[config.mk]
export PLATFORM = sky130hd
export DESIGN_NAME = wdt_core
export DESIGN_NICKNAME = d
export VERILOG_FILES = /design/src/rtl/wdt_pkg.sv /design/src/rtl/wdt_core.sv
export SDC_FILE = /design/constraint.sdc
export NUM_CORES = 1
export LEC_CHECK = 0
export ABC_AREA = 1
export BUFFER_PORTS_ARGS = -buffer_cell sky130_fd_sc_hd__buf_2
export CELL_PAD_IN_SITES_DETAIL_PLACEMENT = 1
export CELL_PAD_IN_SITES_GLOBAL_PLACEMENT = 2
export CORE_MARGIN = 2
export CORE_UTILIZATION = 31
export DETAILED_ROUTE_END_ITERATION = 6
export PLACE_DENSITY = 0.95
export SYNTH_ARGS = -nofsm -noshare
export SYNTH_HDL_FRONTEND = slang
export SYNTH_SLANG_ARGS = --single-unit
[constraint.sdc]
create_clock -name ref_clk_in -period 4.2 [get_ports ref_clk_in]
set_input_delay 0.42 -clock ref_clk_in [delete_from_list [all_inputs] [get_ports ref_clk_in]]
set_output_delay 0.42 -clock ref_clk_in [all_outputs]
set_load 0.005 [all_outputs]
[src/rtl/wdt_pkg.sv]
/*
 * Package of the watchdog timer: register map, field layout, reset values,
 * timing constants and the carrier types shared by the design and bench.
 * Assumes a 10 MHz system clock and a 32-bit byte address on the
 * register port with 16-bit data.
 */
package wdt_pkg;

	// ==========================================================
	// Register map (byte addresses).
	// ==========================================================
	localparam logic [31:0] COUNT_ADDR      = 32'h5000_3100;
	localparam logic [31:0] CONTROL_ADDR    = 32'h5000_3102;
	localparam logic [31:0] IRQ_STATUS_ADDR = 32'h5000_3110;
	localparam logic [31:0] IRQ_MASK_ADDR   = 32'h5000_3112;
	localparam logic [31:0] FRZ_SET_ADDR    = 32'h5000_3300;
	localparam logic [31:0] FRZ_CLEAR_ADDR  = 32'h5000_3302;

	// ==========================================================
	// Field layout.
	// ==========================================================
	localparam int KEY_MSB        = 15;
	localparam int KEY_LSB        = 9;
	localparam int SIGN_POS       = 8;
	localparam int VALUE_MSB      = 7;
	localparam int MODE_POS       = 0;
	localparam int FREEZE_DOG_POS = 3;
	localparam int EV_NMI_POS     = 0;
	localparam int EV_RST_POS     = 1;
	localparam int EV_REJECT_POS  = 2;

	// ==========================================================
	// Reset values and counter landmarks.
	// ==========================================================
	localparam logic [8:0] COUNT_RESET = 9'h0FF;
	localparam logic [8:0] COUNT_RELOAD = 9'h0FF;
	localparam logic [8:0] COUNT_ZERO  = 9'h000;
	localparam logic [8:0] COUNT_LIMIT = 9'h1F0;
	localparam logic [6:0] KEY_OPEN    = 7'h00;
	localparam logic [2:0] EV_RESET    = 3'h0;
	localparam logic [2:0] MASK_RESET  = 3'h0;

	// ==========================================================
	// Timing.
	// ==========================================================
	localparam int CLK_PERIOD_NS = 100;
	localparam int INTERVAL_NS   = 10_240_000;
	localparam int TICK_CYCLES   = INTERVAL_NS / CLK_PERIOD_NS;
	localparam int PRESC_W       = 17;

	// ==========================================================
	// Carrier types.
	// ==========================================================
	typedef struct packed {
		logic [31:0] addr;
		logic [15:0] wdata;
		logic        wr;
		logic        rd;
	} wdt_bus_req_t;

	typedef struct packed {
		logic       freeze_set;
		logic       freeze_clear;
		logic       debug_halt;
	} wdt_hold_t;

endpackage : wdt_pkg

[src/rtl/wdt_core.sv]
/*
 * Watchdog timer: 9-bit signed down-counter with key-filtered reload,
 * interrupt or reset on expiry, freeze controls and an event interrupt.
 * Assumes a register master that issues one-cycle strobes and takes read
 * data in the cycle after the read strobe; inputs are synchronous.
 */
// Contract
// Reload accepted only with key bits zero.
// Key field always reads back as zero.
// Accepted write loads low eight bits.
// Read returns live count; reset 0xFF.
// Decrement by one every 10.24 ms.
// Nine-bit two's complement, bit eight sign.
// Mode clear: interrupt request at zero.
// Mode clear: reset at 1F0, reload FF.
// Mode set: reset at zero or below.
// Mode clear: external freeze stops, clear resumes.
// Mode set: software freeze ignored.
// Mode bit sticky; only resets clear it.
// Debug halt always freezes the counter.
// Freeze-set bit three freezes in mode clear.
// Freeze-clear bit three lets counting continue.
// Prescaler interval; outputs synchronous, one cycle.
module wdt_core #(
	parameter int TICK_CYCLES_P = wdt_pkg::TICK_CYCLES
) (
	input  wire logic                  ref_clk_in,
	input  wire logic                  rst_n_in,
	input  wire wdt_pkg::wdt_bus_req_t bus_req_in,
	input  wire wdt_pkg::wdt_hold_t    hold_in,
	output logic [15:0]                rd_data_out,
	output logic                       nmi_out,
	output logic                       wdog_rst_out,
	output logic                       irq_out
);
	import wdt_pkg::*;

	// ==========================================================
	// State.
	// ==========================================================
	typedef struct packed {
		logic [PRESC_W-1:0] presc;
		logic [8:0]         count;
		logic               mode;
		logic               frozen;
		logic [2:0]         ev;
		logic [2:0]         mask;
		logic [15:0]        rdata;
		logic               nmi;
		logic               wrst;
	} wdt_state_t;

	localparam logic [PRESC_W-1:0] TICK_LAST =
		PRESC_W'(TICK_CYCLES_P - 1);

	wdt_state_t s_r;
	wdt_state_t s_nxt;

	// ==========================================================
	// Helpers.
	// ==========================================================
	function automatic logic hit(input logic [31:0] a,
			input logic [31:0] reg_addr);
		hit = (a == reg_addr);
	endfunction : hit

	// True when the signed count is zero or negative.
	function automatic logic not_positive(input logic [8:0] c);
		not_positive = c[SIGN_POS] || (c == COUNT_ZERO);
	endfunction : not_positive

	// ==========================================================
	// Next state.
	// ==========================================================
	logic       running;
	logic       tick;
	logic       wr_count;
	logic       key_ok;
	logic       fire_rst;
	logic [2:0] ev_set;
	logic [8:0] dec;

	always_comb begin
		s_nxt  = s_r;
		ev_set = 3'h0;

		// Software freeze has no hold while the mode bit is set, and the
		// debug halt outranks every other control.
		running = !hold_in.debug_halt &&
			!(s_r.frozen && !s_r.mode);

		// The prescaler stops with the counter so that a resume does not
		// cut the first interval short.
		tick = 1'b0;
		if (running) begin
			if (s_r.presc == TICK_LAST) begin
				s_nxt.presc = '0;
				tick = 1'b1;
			end else begin
				s_nxt.presc = s_r.presc + PRESC_W'(1);
			end
		end

		dec = s_r.count - 9'h001;

		fire_rst = s_r.mode ? not_positive(s_r.count)
			: (s_r.count == COUNT_LIMIT);

		wr_count = bus_req_in.wr && hit(bus_req_in.addr, COUNT_ADDR);
		key_ok = (bus_req_in.wdata[KEY_MSB:KEY_LSB] == KEY_OPEN);

		s_nxt.nmi  = 1'b0;
		s_nxt.wrst = 1'b0;

		if (fire_rst) begin
			// Watchdog reset: one-cycle pulse, reload and drop the mode.
			s_nxt.wrst  = 1'b1;
			s_nxt.count = COUNT_RELOAD;
			s_nxt.mode  = 1'b0;
			s_nxt.presc = '0;
			ev_set[EV_RST_POS] = 1'b1;
		end else if (wr_count && key_ok) begin
			// A reload wins over a tick in the same cycle.
			s_nxt.count = {1'b0,
				bus_req_in.wdata[VALUE_MSB:0]};
		end else if (tick) begin
			s_nxt.count = dec;
			if (!s_r.mode && dec == COUNT_ZERO) begin
				s_nxt.nmi = 1'b1;
				ev_set[EV_NMI_POS] = 1'b1;
			end
		end

		if (wr_count && !key_ok) begin
			ev_set[EV_REJECT_POS] = 1'b1;
		end

		// ------------------------------------------------------
		// Register writes.
		// ------------------------------------------------------
		if (bus_req_in.wr) begin
			if (hit(bus_req_in.addr, CONTROL_ADDR) &&
					bus_req_in.wdata[MODE_POS] && !fire_rst) begin
				s_nxt.mode = 1'b1;
			end
			if (hit(bus_req_in.addr, IRQ_MASK_ADDR)) begin
				s_nxt.mask = bus_req_in.wdata[2:0];
			end
		end

		// Freeze set and clear: external pulses or bit three writes;
		// zeros are discarded and a set is refused while the mode is on.
		if (hold_in.freeze_clear ||
				(bus_req_in.wr && hit(bus_req_in.addr, FRZ_CLEAR_ADDR) &&
				bus_req_in.wdata[FREEZE_DOG_POS])) begin
			s_nxt.frozen = 1'b0;
		end
		if (!s_r.mode && (hold_in.freeze_set ||
				(bus_req_in.wr && hit(bus_req_in.addr, FRZ_SET_ADDR) &&
				bus_req_in.wdata[FREEZE_DOG_POS]))) begin
			s_nxt.frozen = 1'b1;
		end
		if (s_r.mode) begin
			s_nxt.frozen = 1'b0;
		end

		// Sticky events: write one clears, a new event wins.
		if (bus_req_in.wr && hit(bus_req_in.addr, IRQ_STATUS_ADDR)) begin
			s_nxt.ev = s_r.ev & ~bus_req_in.wdata[2:0];
		end
		s_nxt.ev = s_nxt.ev | ev_set;

		// ------------------------------------------------------
		// Register reads, answered in the next cycle.
		// ------------------------------------------------------
		s_nxt.rdata = 16'h0000;
		if (bus_req_in.rd) begin
			unique case (1'b1)
				hit(bus_req_in.addr, COUNT_ADDR): begin
					s_nxt.rdata = {7'h00, s_r.count};
				end
				hit(bus_req_in.addr, CONTROL_ADDR): begin
					s_nxt.rdata = {15'h0000, s_r.mode};
				end
				hit(bus_req_in.addr, IRQ_STATUS_ADDR): begin
					s_nxt.rdata = {13'h0000, s_r.ev};
				end
				hit(bus_req_in.addr, IRQ_MASK_ADDR): begin
					s_nxt.rdata = {13'h0000, s_r.mask};
				end
				hit(bus_req_in.addr, FRZ_SET_ADDR),
				hit(bus_req_in.addr, FRZ_CLEAR_ADDR): begin
					s_nxt.rdata = 16'(s_r.frozen) << FREEZE_DOG_POS;
				end
				default: begin
					s_nxt.rdata = 16'h0000;
				end
			endcase
		end
	end

	// ==========================================================
	// State register.
	// ==========================================================
	always_ff @(posedge ref_clk_in or negedge rst_n_in) begin
		if (!rst_n_in) begin
			s_r.presc  <= '0;
			s_r.count  <= COUNT_RESET;
			s_r.mode   <= 1'b0;
			s_r.frozen <= 1'b0;
			s_r.ev     <= EV_RESET;
			s_r.mask   <= MASK_RESET;
			s_r.rdata  <= 16'h0000;
			s_r.nmi    <= 1'b0;
			s_r.wrst   <= 1'b0;
		end else begin
			s_r <= s_nxt;
		end
	end

	// ==========================================================
	// Outputs.
	// ==========================================================
	assign rd_data_out  = s_r.rdata;
	assign nmi_out      = s_r.nmi;
	assign wdog_rst_out = s_r.wrst;
	assign irq_out      = |(s_r.ev & s_r.mask);

endmodule : wdt_core

==> flow_summary.toml, run 1 <==
[pwr]
p_leak_nw = 1.96
p_per_area_mw_per_mm2 = 266
peakVddDrop_mv = 0.169
power_mw = 0.976

[grt]
grt_pass1_vias = 3344
antenna_found_initial = 0
grt_max_degree = 46
grtUsageTotal = 0.176
overflow = 0
grt_pass1_wl_um = 15800

[timing]
report.final.slew_viol_count = 0
hold_slack_ns = 0.309
finalCritPeriodShare = 0.538
setup_tns_ns = 0
min_period_ns = 2.26
relSlewSlack = 0.282
setup-violations-final = 0
timing_hold_violations_final = 0
worst_pin_slew_ns = 1.08
setup_slack_ns = 1.94
skew_ns = 0.00677
fmax_mhz = 443
rsz0062_at_grt = "false"

[synth]
yosys.cell_types.count = 35
postSynth.asyncResetShare = 1.00
synthSimpleGateAreaFrac = 0.423
synthFlopType = "dfrtp_1"
ys_seq_area_frac = 0.358
synth_cells = 472
synth_top_family_by_area = "simple AND/OR/NAND/NOR gates"
synth_edf_count = 0
yosys.area_share.xor_xnor = 0.0193
synthAdderAreaFrac = 0.0118
yosys_warnings = 0
synth_seq_cells = 45
synthTopCellsByCount = "nand2_1 (127), nor2_1 (78), inv_1 (58)"
synth_top_area_cell = "dfrtp_1"
syn_area_mm2 = 0.00317
synth_compound_area_frac = 0.0654
synth_mux_area_frac = 0
synth.avg_cell_area_um2 = 6.73
ys_top_cells_by_area = "dfrtp_1 (29%), nand2_1 (15%), nor2_1 (9.2%)"
synth_top_area_share = 0.292
synth.most_common_cell = "nand2_1"

[worst_setup_path]
endpoint_kind = "register"
r2r-end = "s_r[32]"
ff2ff_setup_slack_ns = 1.94
slowest_delay_ns = 0.59
path_cells = "inv_1 -> ha_1 -> nand2_2 -> nor2_4 -> nand2_1 -> nand2_2 -> nand2_4 -> nand2_4 -> nand2_4 -> nand2_4 -> inv_2 -> nand2_1 -> nand2_1"
crit_required_ns = 4.45
r2r_cells = 13
r2r-start = "s_r[26]"
crit_fanout = 18
path_common_cell = "nand2_4"
cpMaxStageDelayCell = "dfstp_2"
critPathLaunchType = "register"
worstSetupPathType = "reg -> reg"
cp.arrival_ns = 2.51

[clock_network]
clock_path_buffers = 2
cts_root_buffer = "clkbuf_8"
cts_resized = 0
ctsHoldBuffers = 0
htreeDepth = 2
worstSkewPairLatency_ns = 0.31
cts.clk_slew.worst_paths_ns = 0.09
cts_setup_buffers = 0
cts_tree = "done"
cts_made_buffers = 5
cts.sinks = 45

[route]
via_per_inst = 4.82
via_count = 3194
wl_per_cell_um = 14.1
dr.pass1.iters = 4
routed_wl_um = 9330
ant_nets = 0
dr.first_iter.drc_count = 94
drc = 0

[die]
die_area_mm2 = 0.0111
num_rows = 36
ios = 74
core_area_mm2 = 0.00986
initial_core_util = 0.322
dieHeight_um = 105
die_x_um = 105

[min_path]
hold_path_class = "in -> async"

[placement]
place_hpwl_um = 7480
portBuffers = 65
pre_cts_ws_ns = 1.94
place_area_mm2 = 0.00354
place_congestion = 0.833
dp.cells = 655

[cells_and_area]
n_antenna_cell = 0
utilization = 0.372
fin_nets = 587
final_cell_area_mm2 = 0.00367
drive_gt1_frac = 0.206
area_growth_pct = 15.6
fin_cells = 663

[run_status]
status = "completed"

[run]
drv_cap = 0
[cell type report]
| class | instances | area [µm²] |
|---|---|---|
| clock buffers | 5 | 68.8 |
| well taps | 133 | 166 |
| inverters | 62 | 233 |
| repair buffers | 65 | 325 |
| fillers | 1304 | 6190 |
| multi-input cells | 350 | 1680 |
| clock inverters | 3 | 65.1 |
| flip-flops and latches | 45 | 1140 |
[logic make-up after synthesis]
group | count (synthesis)
xor gates and xnor gates | 7
adders and majority gates | 3
and+or+nand+nor | 294
buffers and inverters | 83
DFF | 45
other | 1
AOI/OAI and AO/OA | 39
[worst max path at each step]
stage               slack, ns    start  cells past startpoint      end
finish                   1.94  s_r[26]                     13  s_r[32]
global route             1.76  s_r[26]                     13  s_r[30]
CTS                      1.93  s_r[26]                     13  s_r[30]
detailed placement       1.94  s_r[26]                     13  s_r[30]
global placement         2.01  s_r[26]                     13  s_r[30]
floorplan                2.45  s_r[26]                     11  s_r[42]
[metal layers]
metal / GRT usage / wire length, µm
met3: 0.0256 / 361
met1: 0.231 / 4430
met5: 0 / 0
met2: 0.302 / 4450
met4: 0.0438 / 91
[worst max-delay path, delay by kind of cell (launching register included)]
family | cells | cell delay, ns
AND/OR/NAND/NOR | 10 | 1.19
flip-flops | 1 | 0.59
adder cells (fa/ha/maj) | 1 | 0.23
buffers and inverters | 2 | 0.21
[power by group]
group          leakage [nW]  internal (mW)  switching, mW
registers             0.586          0.453         0.0184
logic                  1.30         0.0413         0.0702
clock network        0.0681          0.236          0.156
[cell usage in the layout (no fill, tap or decap), types with 6 or more instances in the layout]
| cell | count |
|---|---|
| dfstp_2 | 8 |
| o21ai_0 | 18 |
| dfrtp_1 | 37 |
| nand2_1 | 127 |
| buf_2 | 65 |
| conb_1 | 7 |
| nor2_1 | 78 |
| nand2_2 | 7 |
| inv_1 | 58 |
| a21oi_1 | 12 |
| nand4_1 | 22 |
| xor2_1 | 6 |
| nand3_1 | 35 |
| nor3_1 | 7 |
[state kept, by name, indices dropped and copies added, names as in the netlist]
signal / count
s_r: 34
rd_data_out: 9
nmi_out: 1
wdog_rst_out: 1
Note: power is estimated with default switching activity, not from simulation.
==> run 2: changes to the inputs <==
--- a/config.mk
+++ b/config.mk
@@ -10,9 +10,9 @@
 export CELL_PAD_IN_SITES_DETAIL_PLACEMENT = 1
 export CELL_PAD_IN_SITES_GLOBAL_PLACEMENT = 2
 export CORE_MARGIN = 2
-export CORE_UTILIZATION = 31
+export CORE_UTILIZATION = 26
 export DETAILED_ROUTE_END_ITERATION = 6
-export PLACE_DENSITY = 0.95
+export PLACE_DENSITY = 0.88
 export SYNTH_ARGS = -nofsm -noshare
 export SYNTH_HDL_FRONTEND = slang
 export SYNTH_SLANG_ARGS = --single-unit
==> constraint.sdc (replaced) <==
create_clock -name ref_clk_in -period 1.9 [get_ports ref_clk_in]
set_input_delay 0.19 -clock ref_clk_in [delete_from_list [all_inputs] [get_ports ref_clk_in]]
set_output_delay 0.19 -clock ref_clk_in [all_outputs]
set_load 0.005 [all_outputs]
==> flow_summary.toml, run 2 (synthesis results as in run 1) <==
[run_status]
status = "completed"

[worst_setup_path]
cp.arrival_ns = 2.00
r2r-end = "s_r[26]"
worstSetupPathType = "reg -> reg"
endpoint_kind = "register"
r2r_cells = 12
crit_fanout = 5
crit_required_ns = 2.13
slowest_delay_ns = 0.53
critPathLaunchType = "register"
r2r-start = "s_r[27]"
ff2ff_setup_slack_ns = 0.13
cpMaxStageDelayCell = "dfstp_2"
path_cells = "inv_1 -> ha_4 -> nand2_4 -> nor2_4 -> nand2_1 -> nand2_2 -> nand2_4 -> buf_4 -> buf_4 -> inv_1 -> a21oi_2 -> a21oi_2"

[route]
dr.pass1.iters = 5
routed_wl_um = 9470
dr.first_iter.drc_count = 135
drc = 0
ant_nets = 0
via_count = 3250
wl_per_cell_um = 13.5
via_per_inst = 4.64

[pwr]
swShare = 0.267
p_seq_frac = 0.481
power_mw = 2.17
p_int_mw = 1.59
p_per_area_mw_per_mm2 = 551
p_leak_nw = 2.09
switchingPower_mw = 0.579
clkPwrFrac = 0.399
pwr-share-comb = 0.120
peakVddDrop_mv = 0.275

[cells_and_area]
area_growth_pct = 24.0
top_register = "s_r"
drive_gt1_frac = 0.244
largest_register_ffs = 34
n_antenna_cell = 0
final_cell_area_mm2 = 0.00394
n_fill_cell = 1549
multi_input_area_mm2 = 0.00172
utilization = 0.329
final-seq-area_mm2 = 0.00114
final_cell_mix = "nand2_1 (127), nor2_1 (78), buf_2 (65), inv_1 (57), dfrtp_1 (37)"
fin_nets = 611
final_common_cell = "nand2_1"

[grt]
grt_max_degree = 21
grt_pass1_vias = 3399
grt_util_met3 = 0.0222
grt_pass1_wl_um = 16100
antenna_found_initial = 0
use_met1 = 0.194
grt_use_met2 = 0.263
grt_busiest_layer = "met2"
grtUsageTotal = 0.152
overflow = 0

[timing]
worst_pin_slew_ns = 0.542
report.final.slew_viol_count = 0
min_period_ns = 1.77
timing_hold_violations_final = 0
fmax_mhz = 564
skew_ns = 0.00400
setup-violations-final = 0
finalCritPeriodShare = 0.934
relSlewSlack = 0.636
setup_tns_ns = 0

[run]
drv_cap = 0

[placement]
place_hpwl_um = 7690
place_area_mm2 = 0.00372
place_congestion = 0.846
portBuffers = 65

[die]
num_rows = 40
die_area_mm2 = 0.0131
ios = 74
dieHeight_um = 114
core_area_mm2 = 0.0120
die_x_um = 114
initial_core_util = 0.265

[min_path]
worstHoldStart = "hold_in[2]"
worstHoldPathCells = 3
hold_end = "s_r[24]"
hold_path_class = "in -> reg"

[clock_network]
worstSkewPairLatency_ns = 0.29
htreeDepth = 2
cts.sinks = 45
cts_root_buffer = "clkbuf_16"
clock_path_buffers = 2
cts_tree = "done"
cts.clk_slew.worst_paths_ns = 0.06
cts_made_buffers = 5
[run 2: changes by cell type in the layout (fill, tap and decap cells not counted), moves of 2 or more]
| cell | delta |
|---|---|
| clkbuf_16 | +5 |
| buf_4 | +21 |
| bufinv_16 | -2 |
| clkbuf_8 | -5 |
| nand2_2 | -2 |
| ha_1 | -2 |
[run 2: power groups by stage]
stage | Clock (mW) | Sequential (mW) | Combinational, mW
2_1_floorplan | 0 | 1.05 | 0.141
3_3_place_gp | 0 | 1.06 | 0.244
3_5_place_dp | 0 | 1.06 | 0.259
4_1_cts | 0.884 | 1.04 | 0.260
5_1_grt | 0.925 | 1.05 | 0.303
6_report | 0.866 | 1.04 | 0.261
[run 2: what timing repair did]
action,CTS,global route
buffers inserted,0,2
hold buffers,1,0
setup endpoints to repair,0,25
endpoints found under the hold margin,18,0
gates resized for setup,0,11
[run 2: how the worst max path moves through the flow]
stage / startpoint / endpoint / slack, ns / cells after the start
CTS: s_r[26] / s_r[33] / 0.02 / 13
detailed placement: s_r[26] / s_r[33] / 0.04 / 13
finish: s_r[27] / s_r[26] / 0.13 / 12
floorplan: s_r[26] / s_r[42] / 0.15 / 11
global placement: s_r[27] / s_r[28] / 0.11 / 13
global route: s_r[27] / s_r[47] / -0.005 / 12
[run 2: layout make-up]
| class | instances | area share |
|---|---|---|
| multi-input combinational | 350 | 0.437 |
| sequential | 45 | 0.289 |
| timing repair buffer | 89 | 0.133 |
| inverter | 62 | 0.0597 |
| tap | 147 | 0.0467 |
| clock buffer | 6 | 0.0327 |
| clock inverter | 2 | 0.00254 |
[run 2: worst max-delay path: cells and delay by family (launching register included)]
kind                     cells  cell delay (ns)
AND/OR/NAND/NOR              5             0.38
buffers and inverters        4             0.42
AO/OA/AOI/OAI                2             0.19
flip-flops                   1             0.53
adder cells (fa/ha/maj)      1             0.18
[run 2: metrics by stage]
stage	setup slack (ns)	hold WS, ns	cells
after floorplan	0.152	-0.106	478
after global placement	0.109	0.171	690
after detailed placement	0.0427	0.177	690
after CTS	0.0219	0.141	699
after global routing	-0.00512	0.165	701
final	0.126	0.146	701
[run 2: layer usage]
layer	up-vias	wire length, µm
met5	-	0
met4	0	157
met3	11	251
met2	53	4660
met1	1544	4400
li1	1642	-
==> run 3: changes to the inputs <==
--- a/config.mk
+++ b/config.mk
@@ -10,9 +10,10 @@
 export CELL_PAD_IN_SITES_DETAIL_PLACEMENT = 1
 export CELL_PAD_IN_SITES_GLOBAL_PLACEMENT = 2
 export CORE_MARGIN = 2
-export CORE_UTILIZATION = 26
+export CORE_UTILIZATION = 27
+export CTS_BUF_LIST = sky130_fd_sc_hd__clkbuf_8
 export DETAILED_ROUTE_END_ITERATION = 6
-export PLACE_DENSITY = 0.88
+export PLACE_DENSITY = 0.9
 export SYNTH_ARGS = -nofsm -noshare
 export SYNTH_HDL_FRONTEND = slang
 export SYNTH_SLANG_ARGS = --single-unit
==> flow_summary.toml, run 3 (synthesis results as in run 1) <==
[run_status]
status = "completed"

[grt]
overflow = 0
grt_pass1_wl_um = 16200
antenna_found_initial = 0
grt_max_degree = 18
grtUsageTotal = 0.156
grt_pass1_vias = 3374

[worst_setup_path]
worstSetupPathType = "reg -> reg"
endpoint_kind = "register"
slowest_delay_ns = 0.54
cp.arrival_ns = 2.08
crit_fanout = 10
path_cells = "inv_1 -> ha_2 -> nand2_2 -> nor2_4 -> nand2_1 -> nand2_2 -> nand2_4 -> nand2_8 -> nand2_4 -> nand2_4 -> inv_6 -> nand2_1 -> nand2_1"
cpMaxStageDelayCell = "dfstp_2"
ff2ff_setup_slack_ns = 0.09
critPathLaunchType = "register"
crit_required_ns = 2.17

[cells_and_area]
drive_gt1_frac = 0.237
fin_nets = 606
top_register = "s_r"
area_growth_pct = 21.7
utilization = 0.337
final_cell_mix = "nand2_1 (127), nor2_1 (78), buf_2 (65), inv_1 (57), dfrtp_1 (37)"
n_antenna_cell = 0
largest_register_ffs = 34
final_common_cell = "nand2_1"

[placement]
portBuffers = 65
place_congestion = 0.789
place_hpwl_um = 7630
pre_cts_ws_ns = -0.00276

[timing]
min_period_ns = 1.81
fmax_mhz = 551
hold_slack_ns = 0.131
setup-violations-final = 0
skew_ns = 0.00774
report.final.slew_viol_count = 0
rsz0062_at_grt = "true"
finalCritPeriodShare = 0.955
timing_hold_violations_final = 0
worst_pin_slew_ns = 0.508
setup_slack_ns = 0.0855
relSlewSlack = 0.659

[clock_network]
cts.sinks = 45
htreeDepth = 2
worstSkewPairLatency_ns = 0.32
clock_path_buffers = 2
cts_root_buffer = "clkbuf_8"
cts_made_buffers = 5
cts.clk_slew.worst_paths_ns = 0.09
cts_tree = "done"

[pwr]
p_per_area_mw_per_mm2 = 567
peakVddDrop_mv = 0.347
p_leak_nw = 2.06
power_mw = 2.19

[die]
dieHeight_um = 112
initial_core_util = 0.277
num_rows = 39
die_area_mm2 = 0.0126
ios = 74
core_area_mm2 = 0.0115
die_x_um = 112

[route]
routed_wl_um = 9390
dr.first_iter.drc_count = 133
wl_per_cell_um = 13.6
drc = 0
via_count = 3239
ant_nets = 0
dr.pass1.iters = 4
via_per_inst = 4.68

[min_path]
hold_path_class = "in -> reg"

[run]
drv_cap = 0
[run 3: cell types whose count changed in the layout (fill, tap and decap cells not counted), sizes merged]
cell    before  now
buf         88   83
bufinv       0    2
clkbuf       6    5
clkinv       2    1
[run 3: report_power, final]
| part | internal (mW) | switching [mW] |
|---|---|---|
| clock | 0.523 | 0.357 |
| sequential | 1.00 | 0.0396 |
| combinational | 0.105 | 0.162 |
| total | 1.63 | 0.559 |
[run 3: per-stage QoR]
step	std cells	area (µm²)	TNS [ns]
detailed placement	681	3680	-0.00276
floorplan	478	3200	0
global placement	681	3680	0
CTS	690	3830	0
finish	692	3860	0
global route	692	3860	-0.102
[run 3: worst max-delay path, delay by kind of cell, from the launching register on]
kind          cells  cell delay [ns]
fa+ha+maj         1             0.20
flops             1             0.54
buf+inv           2             0.17
simple gates     10             0.83
[run 3: worst paths after layout]
| kind | start | endpoint | cells past startpoint |
|---|---|---|---|
| max in group asynchronous | rst_n_in | s_r[28] | 3 |
| max | s_r[26] | s_r[31] | 13 |
| min | hold_in[2] | s_r[24] | 3 |
| min reg2reg | s_r[32] | s_r[32] | 2 |
| min in group asynchronous | rst_n_in | s_r[44] | 2 |
| max reg2reg | s_r[26] | s_r[31] | 13 |
[run 3: timing repair]
| item | 4_1_cts | 5_1_grt |
|---|---|---|
| hold buffers | 1 | 0 |
| endpoints found under the hold margin | 12 | 0 |
| setup buffers | 0 | 2 |
| pin swaps | 0 | 1 |
| gates resized for setup | 1 | 7 |
| endpoints found under the setup margin | 7 | 24 |
[run 3: layout make-up]
cell class              count  area [µm²]
fillers                  1472        7600
multi-input cells         350        1690
flip-flops and latches     45        1140
repair buffers             84         483
inverters                  62         238
well taps                 143         179
clock buffers               5        68.8
clock inverters             3        65.1
[run 3: layer usage]
metal,share of wire,vias to the layer above,track usage
met5,0,-,0
met4,0.012,0,0.0431
met3,0.028,8,0.0232
met2,0.50,48,0.269
met1,0.46,1562,0.204
li1,-,1621,-
